## config.mk

```make
export PLATFORM = sky130hd
export DESIGN_NAME = elp_top
export DESIGN_NICKNAME = d
export VERILOG_FILES = /design/src/core/elp_pkg.sv /design/src/core/elp_irq_gate.sv /design/src/core/elp_top.sv
export SDC_FILE = /design/constraint.sdc
export NUM_CORES = 1
export LEC_CHECK = 0
export BUFFER_PORTS_ARGS = -buffer_cell sky130_fd_sc_hd__buf_2
export CAP_MARGIN = 20
export CORE_MARGIN = 2
export CORE_UTILIZATION = 42
export DETAILED_ROUTE_END_ITERATION = 16
export PLACE_DENSITY = 0.89
export SETUP_SLACK_MARGIN = 0.5
export SLEW_MARGIN = 20
export SYNTH_ARGS = -nofsm -noshare
export SYNTH_HDL_FRONTEND = slang
export SYNTH_SLANG_ARGS = --single-unit
```

## constraint.sdc

```tcl
create_clock -name clock -period 3.67 [get_ports clock]
set_clock_uncertainty 0.2 [all_clocks]
set_input_delay 0 -clock clock [delete_from_list [all_inputs] [get_ports clock]]
set_output_delay 0 -clock clock [all_outputs]
set_load 0.01 [all_outputs]
```

## src/core/elp_pkg.sv

```systemverilog
// Package of constants for the EEPROM load and interrupt pin logic.
// Notes on behaviour
// - In master mode a low load request starts the configuration read from the external EEPROM.
// - After a finished load the request may stay low and the load is not restarted.
// - In master mode the done output stays high until a load has completed successfully, then goes low.
// - In slave mode a low load request holds the bus state machine and the registers in reset.
// - In slave mode the done output follows the level on the load request input.
// - The interrupt output is active low and pulls low while an enabled interrupt event is pending.
// - Software selects through management registers which events may raise the interrupt.
// - The interrupt output is open drain and may share a wired-OR line with one pull-up.
// - Outside factory test mode the reserved test pins are inputs whose level is ignored.
package elp_pkg;

    // Strap codes of the four-level role selection.
    localparam logic [1:0] ELP_ROLE_TEST_LO  = 2'h0;
    localparam logic [1:0] ELP_ROLE_TEST_R   = 2'h1;
    localparam logic [1:0] ELP_ROLE_MASTER   = 2'h2;
    localparam logic [1:0] ELP_ROLE_SLAVE    = 2'h3;

    // Default number of interrupt event sources.
    localparam int ELP_EVENTS_DEFAULT = 8;

    // Load sequencer states, one-hot.
    typedef enum logic [3:0] {
        ELP_IDLE = 4'h1,
        ELP_LOAD = 4'h2,
        ELP_DONE = 4'h4,
        ELP_FAIL = 4'h8
    } elp_state_e;

endpackage : elp_pkg

```

## src/core/elp_irq_gate.sv

```systemverilog
// Masked, sticky interrupt gate driving an open-drain active-low pin.
`timescale 1ns/10ps
`default_nettype none
module elp_irq_gate #(
    parameter int EVENTS = 8
) (
    // Clock and reset
    input  wire logic              clock,
    input  wire logic              rst,
    input  wire logic              clear_all,
    // Events and software control
    input  wire logic [EVENTS-1:0] event_pulse,
    input  wire logic [EVENTS-1:0] event_enable,
    input  wire logic [EVENTS-1:0] event_clear,
    output logic [EVENTS-1:0]      event_pending,
    // Open-drain pin
    output logic                   irq_n_out,
    output logic                   irq_n_oe
);

    initial begin
        if (EVENTS < 1) $error("EVENTS must be at least one");
    end

    typedef struct packed {
        logic [EVENTS-1:0] pend;
        logic              drive;
    } elp_irq_s;

    elp_irq_s st_reg;
    elp_irq_s st_next;

    // A new event wins over event_clear in the same cycle; clear_all still drops it.
    always_comb begin
        st_next       = st_reg;
        st_next.pend  = (st_reg.pend & ~event_clear) | event_pulse;
        if (clear_all) begin
            st_next.pend = '0;
        end
        st_next.drive = |(st_next.pend & event_enable);
    end

    always_ff @(posedge clock or posedge rst) begin
        if (rst) begin
            st_reg <= '0;
        end else begin
            st_reg <= st_next;
        end
    end

    // Only ever drives low; the line level comes from the shared pull-up.
    assign irq_n_out     = 1'b0;
    assign irq_n_oe      = st_reg.drive;
    assign event_pending = st_reg.pend;

endmodule : elp_irq_gate
`default_nettype wire

```

## src/core/elp_top.sv

```systemverilog
// Load request, completion indication, interrupt pin and test pin handling.
`timescale 1ns/10ps
`default_nettype none
module elp_top
    import elp_pkg::*;
#(
    parameter int EVENTS = ELP_EVENTS_DEFAULT
) (
    // Clock and reset
    input  wire logic              clock,
    input  wire logic              rst,
    // Role strap, decoded four-level code
    input  wire logic [1:0]        bus_role_select,
    // Load request pin and completion pin
    input  wire logic              load_req_n,
    output logic                   all_done_n,
    // EEPROM load engine handshake
    output logic                   load_start,
    input  wire logic              load_finished,
    input  wire logic              load_ok,
    // Reset to bus state machine and registers in slave mode
    output logic                   mgmt_reset,
    // Interrupt events and register-side control
    input  wire logic [EVENTS-1:0] event_pulse,
    input  wire logic [EVENTS-1:0] event_enable,
    input  wire logic [EVENTS-1:0] event_clear,
    output logic [EVENTS-1:0]      event_pending,
    // Open-drain interrupt pin
    output logic                   irq_n_out,
    output logic                   irq_n_oe,
    // Reserved factory test inputs
    input  wire logic              factory_test_in_a,
    input  wire logic              factory_test_in_b,
    input  wire logic              factory_test_in_c,
    input  wire logic              factory_test_in_d,
    input  wire logic              factory_test_in_e,
    input  wire logic              factory_test_in_f
);

    typedef struct packed {
        elp_state_e state;
        logic       done_n;
        logic       start;
        logic       mreset;
    } elp_top_s;

    elp_top_s st_reg;
    elp_top_s st_next;

    logic is_master;
    logic is_slave;
    logic test_unused;

    // Role decode; the two test codes run neither mode.
    assign is_master = (bus_role_select == ELP_ROLE_MASTER);
    assign is_slave  = (bus_role_select == ELP_ROLE_SLAVE);

    // Test pins have no effect on any logic outside factory test.
    assign test_unused = factory_test_in_a ^ factory_test_in_b ^ factory_test_in_c
                       ^ factory_test_in_d ^ factory_test_in_e ^ factory_test_in_f;

    // Sequencer: a low request starts one load; done is reported once only
    // a successful finish is seen, and holding the request low afterwards
    // is simply normal operation.
    always_comb begin
        st_next        = st_reg;
        st_next.start  = 1'b0;
        st_next.mreset = is_slave && !load_req_n;
        if (is_slave) begin
            st_next.state  = ELP_IDLE;
            st_next.done_n = load_req_n;
        end else if (!is_master) begin
            st_next.state  = ELP_IDLE;
            st_next.done_n = 1'b1;
        end else begin
            unique case (st_reg.state)
                ELP_IDLE: begin
                    st_next.done_n = 1'b1;
                    if (!load_req_n) begin
                        st_next.state = ELP_LOAD;
                        st_next.start = 1'b1;
                    end
                end
                ELP_LOAD: begin
                    st_next.done_n = 1'b1;
                    if (load_req_n) begin
                        st_next.state = ELP_IDLE;
                    end else if (load_finished) begin
                        st_next.state  = load_ok ? ELP_DONE : ELP_FAIL;
                        st_next.done_n = !load_ok;
                    end
                end
                ELP_DONE: begin
                    st_next.done_n = 1'b0;
                end
                ELP_FAIL: begin
                    // A failed load stays failed until the request is released.
                    st_next.done_n = 1'b1;
                    if (load_req_n) begin
                        st_next.state = ELP_IDLE;
                    end
                end
                default: begin
                    st_next.state  = ELP_IDLE;
                    st_next.done_n = 1'b1;
                end
            endcase
        end
    end

    // State register.
    always_ff @(posedge clock or posedge rst) begin
        if (rst) begin
            st_reg <= '{state: ELP_IDLE, done_n: 1'b1, start: 1'b0, mreset: 1'b0};
        end else begin
            st_reg <= st_next;
        end
    end

    assign all_done_n = st_reg.done_n;
    assign load_start = st_reg.start;
    assign mgmt_reset = st_reg.mreset;

    // Interrupt gate; slave-mode reset also clears pending events.
    elp_irq_gate #(
        .EVENTS(EVENTS)
    ) u_irq (
        .clock        (clock),
        .rst          (rst),
        .clear_all    (st_reg.mreset | (test_unused & 1'b0)),
        .event_pulse  (event_pulse),
        .event_enable (event_enable),
        .event_clear  (event_clear),
        .event_pending(event_pending),
        .irq_n_out    (irq_n_out),
        .irq_n_oe     (irq_n_oe)
    );

endmodule : elp_top
`default_nettype wire

```

# --- Word level (Yosys, flattened, before mapping) ---
# Cells that the tools add are included.
word_totals:
  register_bits: 16
  latchBits: 0
  ramBits: 0
  romBits: 0
  input_bits: 37
  word_cells: 40
  n_memories: 0
classes:
  add_sub_neg: 0
  n_mul: 0
  div: 0
  magnitude_cmp: 0
  eq_ne: 10
  n_shift: 0
  mux: 15
  bitwise_logic: 4
  n_reduce_logical: 5
op_table:
  columns: ["cell", "count"]
  rows:
  - ["bitwise AND 8 bit", 2]
  - ["two-way mux 4 bit", 4]
  - ["one-hot mux 4 bit (4 select lines)", 1]
  - ["two-way mux 5 bit", 3]
  - ["two-way mux 8 bit", 1]
  - ["!= test 4 bit (second input constant)", 2]
  - ["NOT 8 bit", 1]
  - ["bitwise OR 8 bit", 1]
  - ["OR reduction 8 bit", 1]
  - ["two-way mux 1 bit", 5]
  - ["!= test 5 bit (second input constant)", 1]
  - ["equality test 2 bit (second input constant)", 2]
  - ["equality test 4 x 1 -> 1 bit (second input constant)", 1]
  - ["equality test 4 x 2 -> 1 bit (second input constant)", 1]
  - ["equality test 4 x 3 -> 1 bit (second input constant)", 1]
  - ["equality test 4 bit (second input constant)", 1]
  - ["AND reduction 4 bit", 1]
  - ["!= test 3 bit (second input constant)", 1]
  - ["logical NOT 1 bit", 2]
  - ["one-hot mux 1 bit (2 select lines)", 1]
  - ["logical AND 1 bit", 1]

# --- Depth between registers and ports, before layout ---
logic_depth:
  ltp_word: 6
  mapped_depth: 4
  mapped_depth_nobuf: 4

# --- By module ---
# From an unflattened synthesis, not the netlist that was laid out.
unflattened:
  cells_unflattened: 72
  area_unflattened_um2: 812.0
by_module_without_submodules:
  columns: ["mod", "instances", "cells_per_inst", "area_per_inst_um2", "seq_area_each_um2"]
  rows:
  - ["elp_irq_gate", 1, 42, 475.5, 225.2]
  - ["elp_top", 1, 30, 336.6, 177.7]

# --- Worst setup path after synthesis ---
# OpenSTA, ideal clock, no wires.
synth_timing:
  path_type: "register to register"
  start: "register st_reg[3] (netlist bit)"
  end: "register st_reg[3] (netlist bit)"
  setup_ns: 0.077
  t_arrival_ns: 0.968
  t_required_ns: 3.393
  path_slack_ns: 2.425
  path_stages_with_launch: 4
  n_path_buf: 0
  synth_period_minus_slack_ns: 1.245
  cell_sequence: "dfstp_2 -> xor2_1 -> o211ai_1 -> a21o_1"
synth_between:
  elab_chain_cells: 4
  elab_cells_between_ends: 12
  classes_between: "eq/ne (8); mux (3); reduce/logical (1)"
synth_lines:
  columns: ["item", "line_no", "source"]
  rows:
  - ["start: declaration", "elp_top.sv:47", "elp_top_s st_reg;"]
  - ["start signal: assignment", "elp_top.sv:114", "st_reg <= '{state: ELP_IDLE, done_n: 1'b1, start: 1'b0, mreset: 1'b0};"]
  - ["start signal: assignment", "elp_top.sv:116", "st_reg <= st_next;"]
  - ["equality test 4 bit, or another cell as far along", "elp_top.sv:76", "unique case (st_reg.state)"]
  - ["one-hot mux 4 bit (4 select lines)", "elp_top.sv:76", null]
  - ["two-way mux 5 bit", "elp_top.sv:72", "end else if (!is_master) begin"]
  - ["two-way mux 5 bit", "elp_top.sv:69", "if (is_slave) begin"]
# Parallel ways exist; a longest one is shown, timed or not.
# A chain may end at the register's enable or synchronous reset.

==> out/results.ini <==
[clocking]
cts_buffers = 3
clock_sinks = 16
clkTransAtPathRegs_ps = 90
cts_max_level = 1
ctsResizeCount = 0
cts_setup_buffers = 0
clk_latency_ps = 280
cts_tree = done
ctsLongestPathBuffers = 2
cts-root-buf = clkbuf_4

[synth]
yosysUniqueCellTypes = 23
synth_nets = 110
yosysTopAreaCell = dfrtp_1
ys.warnings.count = 0
ys_seq_area_frac = 0.5523
synth_top_area_frac = 0.4803
synth_cells = 73
avgSynthCellArea_um2 = 9.992
syn-cell-area_um2 = 729.5
ys_top_cells_by_area = dfrtp_1, nand2b_1, dfstp_2
ys_ff_latch = 16

[critical_path]
endpoint_kind = flop
required_ps = 3640
cp_max_fo = 9
setup.worst_path.class = reg2reg
worstSetupStartpointType = flop
cp.arrival_ps = 2300

[power]
peakVddDrop_v = 0.0001810
leakage_nw = 0.6278
power_density_mw_per_mm2 = 296.6
total_power_uw = 374.1

[grt]
grt_pass1_vias = 820
grt_pass1_wl_um = 3249
grt_max_degree = 17
gr-total-overflow = 0
antenna_found_initial = 0
grt_util_all_layers = 0.2219

[floorplanning]
die_area_mm2 = 0.002086
initial_core_util = 0.4367
io_pins = 50
die_height_um = 45.68
die_x_um = 45.68
core.rowCount = 15
coreArea_mm2 = 0.001670

[drt]
drt_first_iter_violations = 10
routedWlPerCell_um = 13.67
vias_per_cell = 4.932
drc = 0
ant_nets = 0
wirelength_um = 2215
first_pass_iters = 4
num_vias = 799

[placed_design]
hpwl_um = 1322
gp_congestion = 0.7450
port-buffer-count = 42

[sta]
hold_violations = 0
finalCriticalPeriod_ps = 2330
slew_violations = 0
tightest_slew_ps = 599.3
setup-tns-final_ps = 0
rsz0062_at_grt = false
relSlewSlack = 0.6000
setup_viol_count_final = 0
fmax_mhz = 429.1
timing.final.crit_share = 0.6350

[final_layout]
layout.nets = 184
n_antenna_cell = 0
area_growth_pct = 72.90
largest_reg_flops = 8
drive_above_1_share = 0.3448

[flow_run]
maxCapViolations = 0

[run_status]
outcome = completed

[hold_path]
min-delay-path-class = in2async

==> per-layer routing <==
layer / share of wire / vias to the layer above / wire length, um / track usage
li1: - / 388 / - / -
met3: 0.051 / 0 / 114 / 0.03571
met4: 0 / 0 / 0 / 0.05294
met5: 0 / - / 0 / 0
met2: 0.55 / 32 / 1217 / 0.4394
met1: 0.40 / 379 / 883 / 0.2374
==> cells in the final DEF (no fill, tap or decap), drive strengths merged, types with 2 or more instances in the layout <==
master	instances
nand2	3
dlygate4sd3	29
inv	9
dfrtp	14
dfstp	2
a21oi	9
buf	42
nand2b	10
nor2b	2
a22oi	4
nor2	7
clkbuf	3
==> cells by family after synthesis <==
kind of cell	after synthesis	synth area share
AND/OR/NAND/NOR	26	0.2161
buffers and inverters	11	0.06346
flip-flops	16	0.5523
AO/OA/AOI/OAI	18	0.1509
other	1	0.005141
XOR/XNOR	1	0.01201
==> synth_stat cells <==
library cell  count
a21oi_1           9
a22oi_1           4
a21o_1            1
dfrtp_1          14
or3b_1            1
a41oi_1           1
conb_1            1
o211ai_1          1
buf_2             1
nor2_2            1
nand4_1           1
xor2_1            1
buf_4             1
nor4_2            1
nand2_1           3
dfstp_2           2
nor2_1            6
inv_1             9
o21ai_0           1
a31oi_1           1
nor4b_2           1
nand2b_1         10
nor2b_1           2
==> worst paths after layout <==
kind	from	to	slack, ps	cells after the start
worst max-delay path	mgmt_reset	u_irq.irq_n_oe	1340	5
worst min-delay path	rst	load_start	140	3
worst max register to register	mgmt_reset	u_irq.irq_n_oe	1340	5
worst min register to register	st_reg[5]	load_start	380	3
max in group asynchronous	rst	u_irq.event_pending[7]	2740	3
min in group clock	event_enable[0]	u_irq.irq_n_oe	320	4
==> power breakdown <==
group          switching (mW)  internal [mW]  total, mW
sequential            0.00752          0.187      0.195
combinational          0.0373         0.0528     0.0900
clock                  0.0512         0.0380     0.0891
==> metrics by stage <==
step	util	hold WS [ps]	setup WS [ps]	cells	instance area, um^2
floorplan	-	-287.7	2425	73	729.5
global placement	0.5678	-114.7	2376	130	948.4
detailed placement	0.5678	-96.64	2339	130	948.4
CTS	0.7551	152.5	1365	162	1261
global route	0.7551	198.6	1248	162	1261
finish	0.7551	135.4	1340	162	1261
==> timing repair <==
action / 4_1_cts / 5_1_grt
hold buffers: 29 / 0
setup endpoints to repair: 0 / 0
hold endpoints to repair: 32 / 0
==> final cells by class <==
cell class	count	area, um^2
well taps	17	21.27
multi-input cells	46	280.3
repair buffers	71	500.5
fillers	108	409.1
flip-flops and latches	16	402.9
inverters	9	33.78
clock buffers	3	22.52
==> critical path: stages (launching register included) <==
cell and delay (ps):
dfrtp_1 510, a21oi_1 120, a22oi_1 190, dlygate4sd3_1 570
nand4_1 70, dlygate4sd3_1 570
Note: power is estimated with default switching activity, not from simulation.
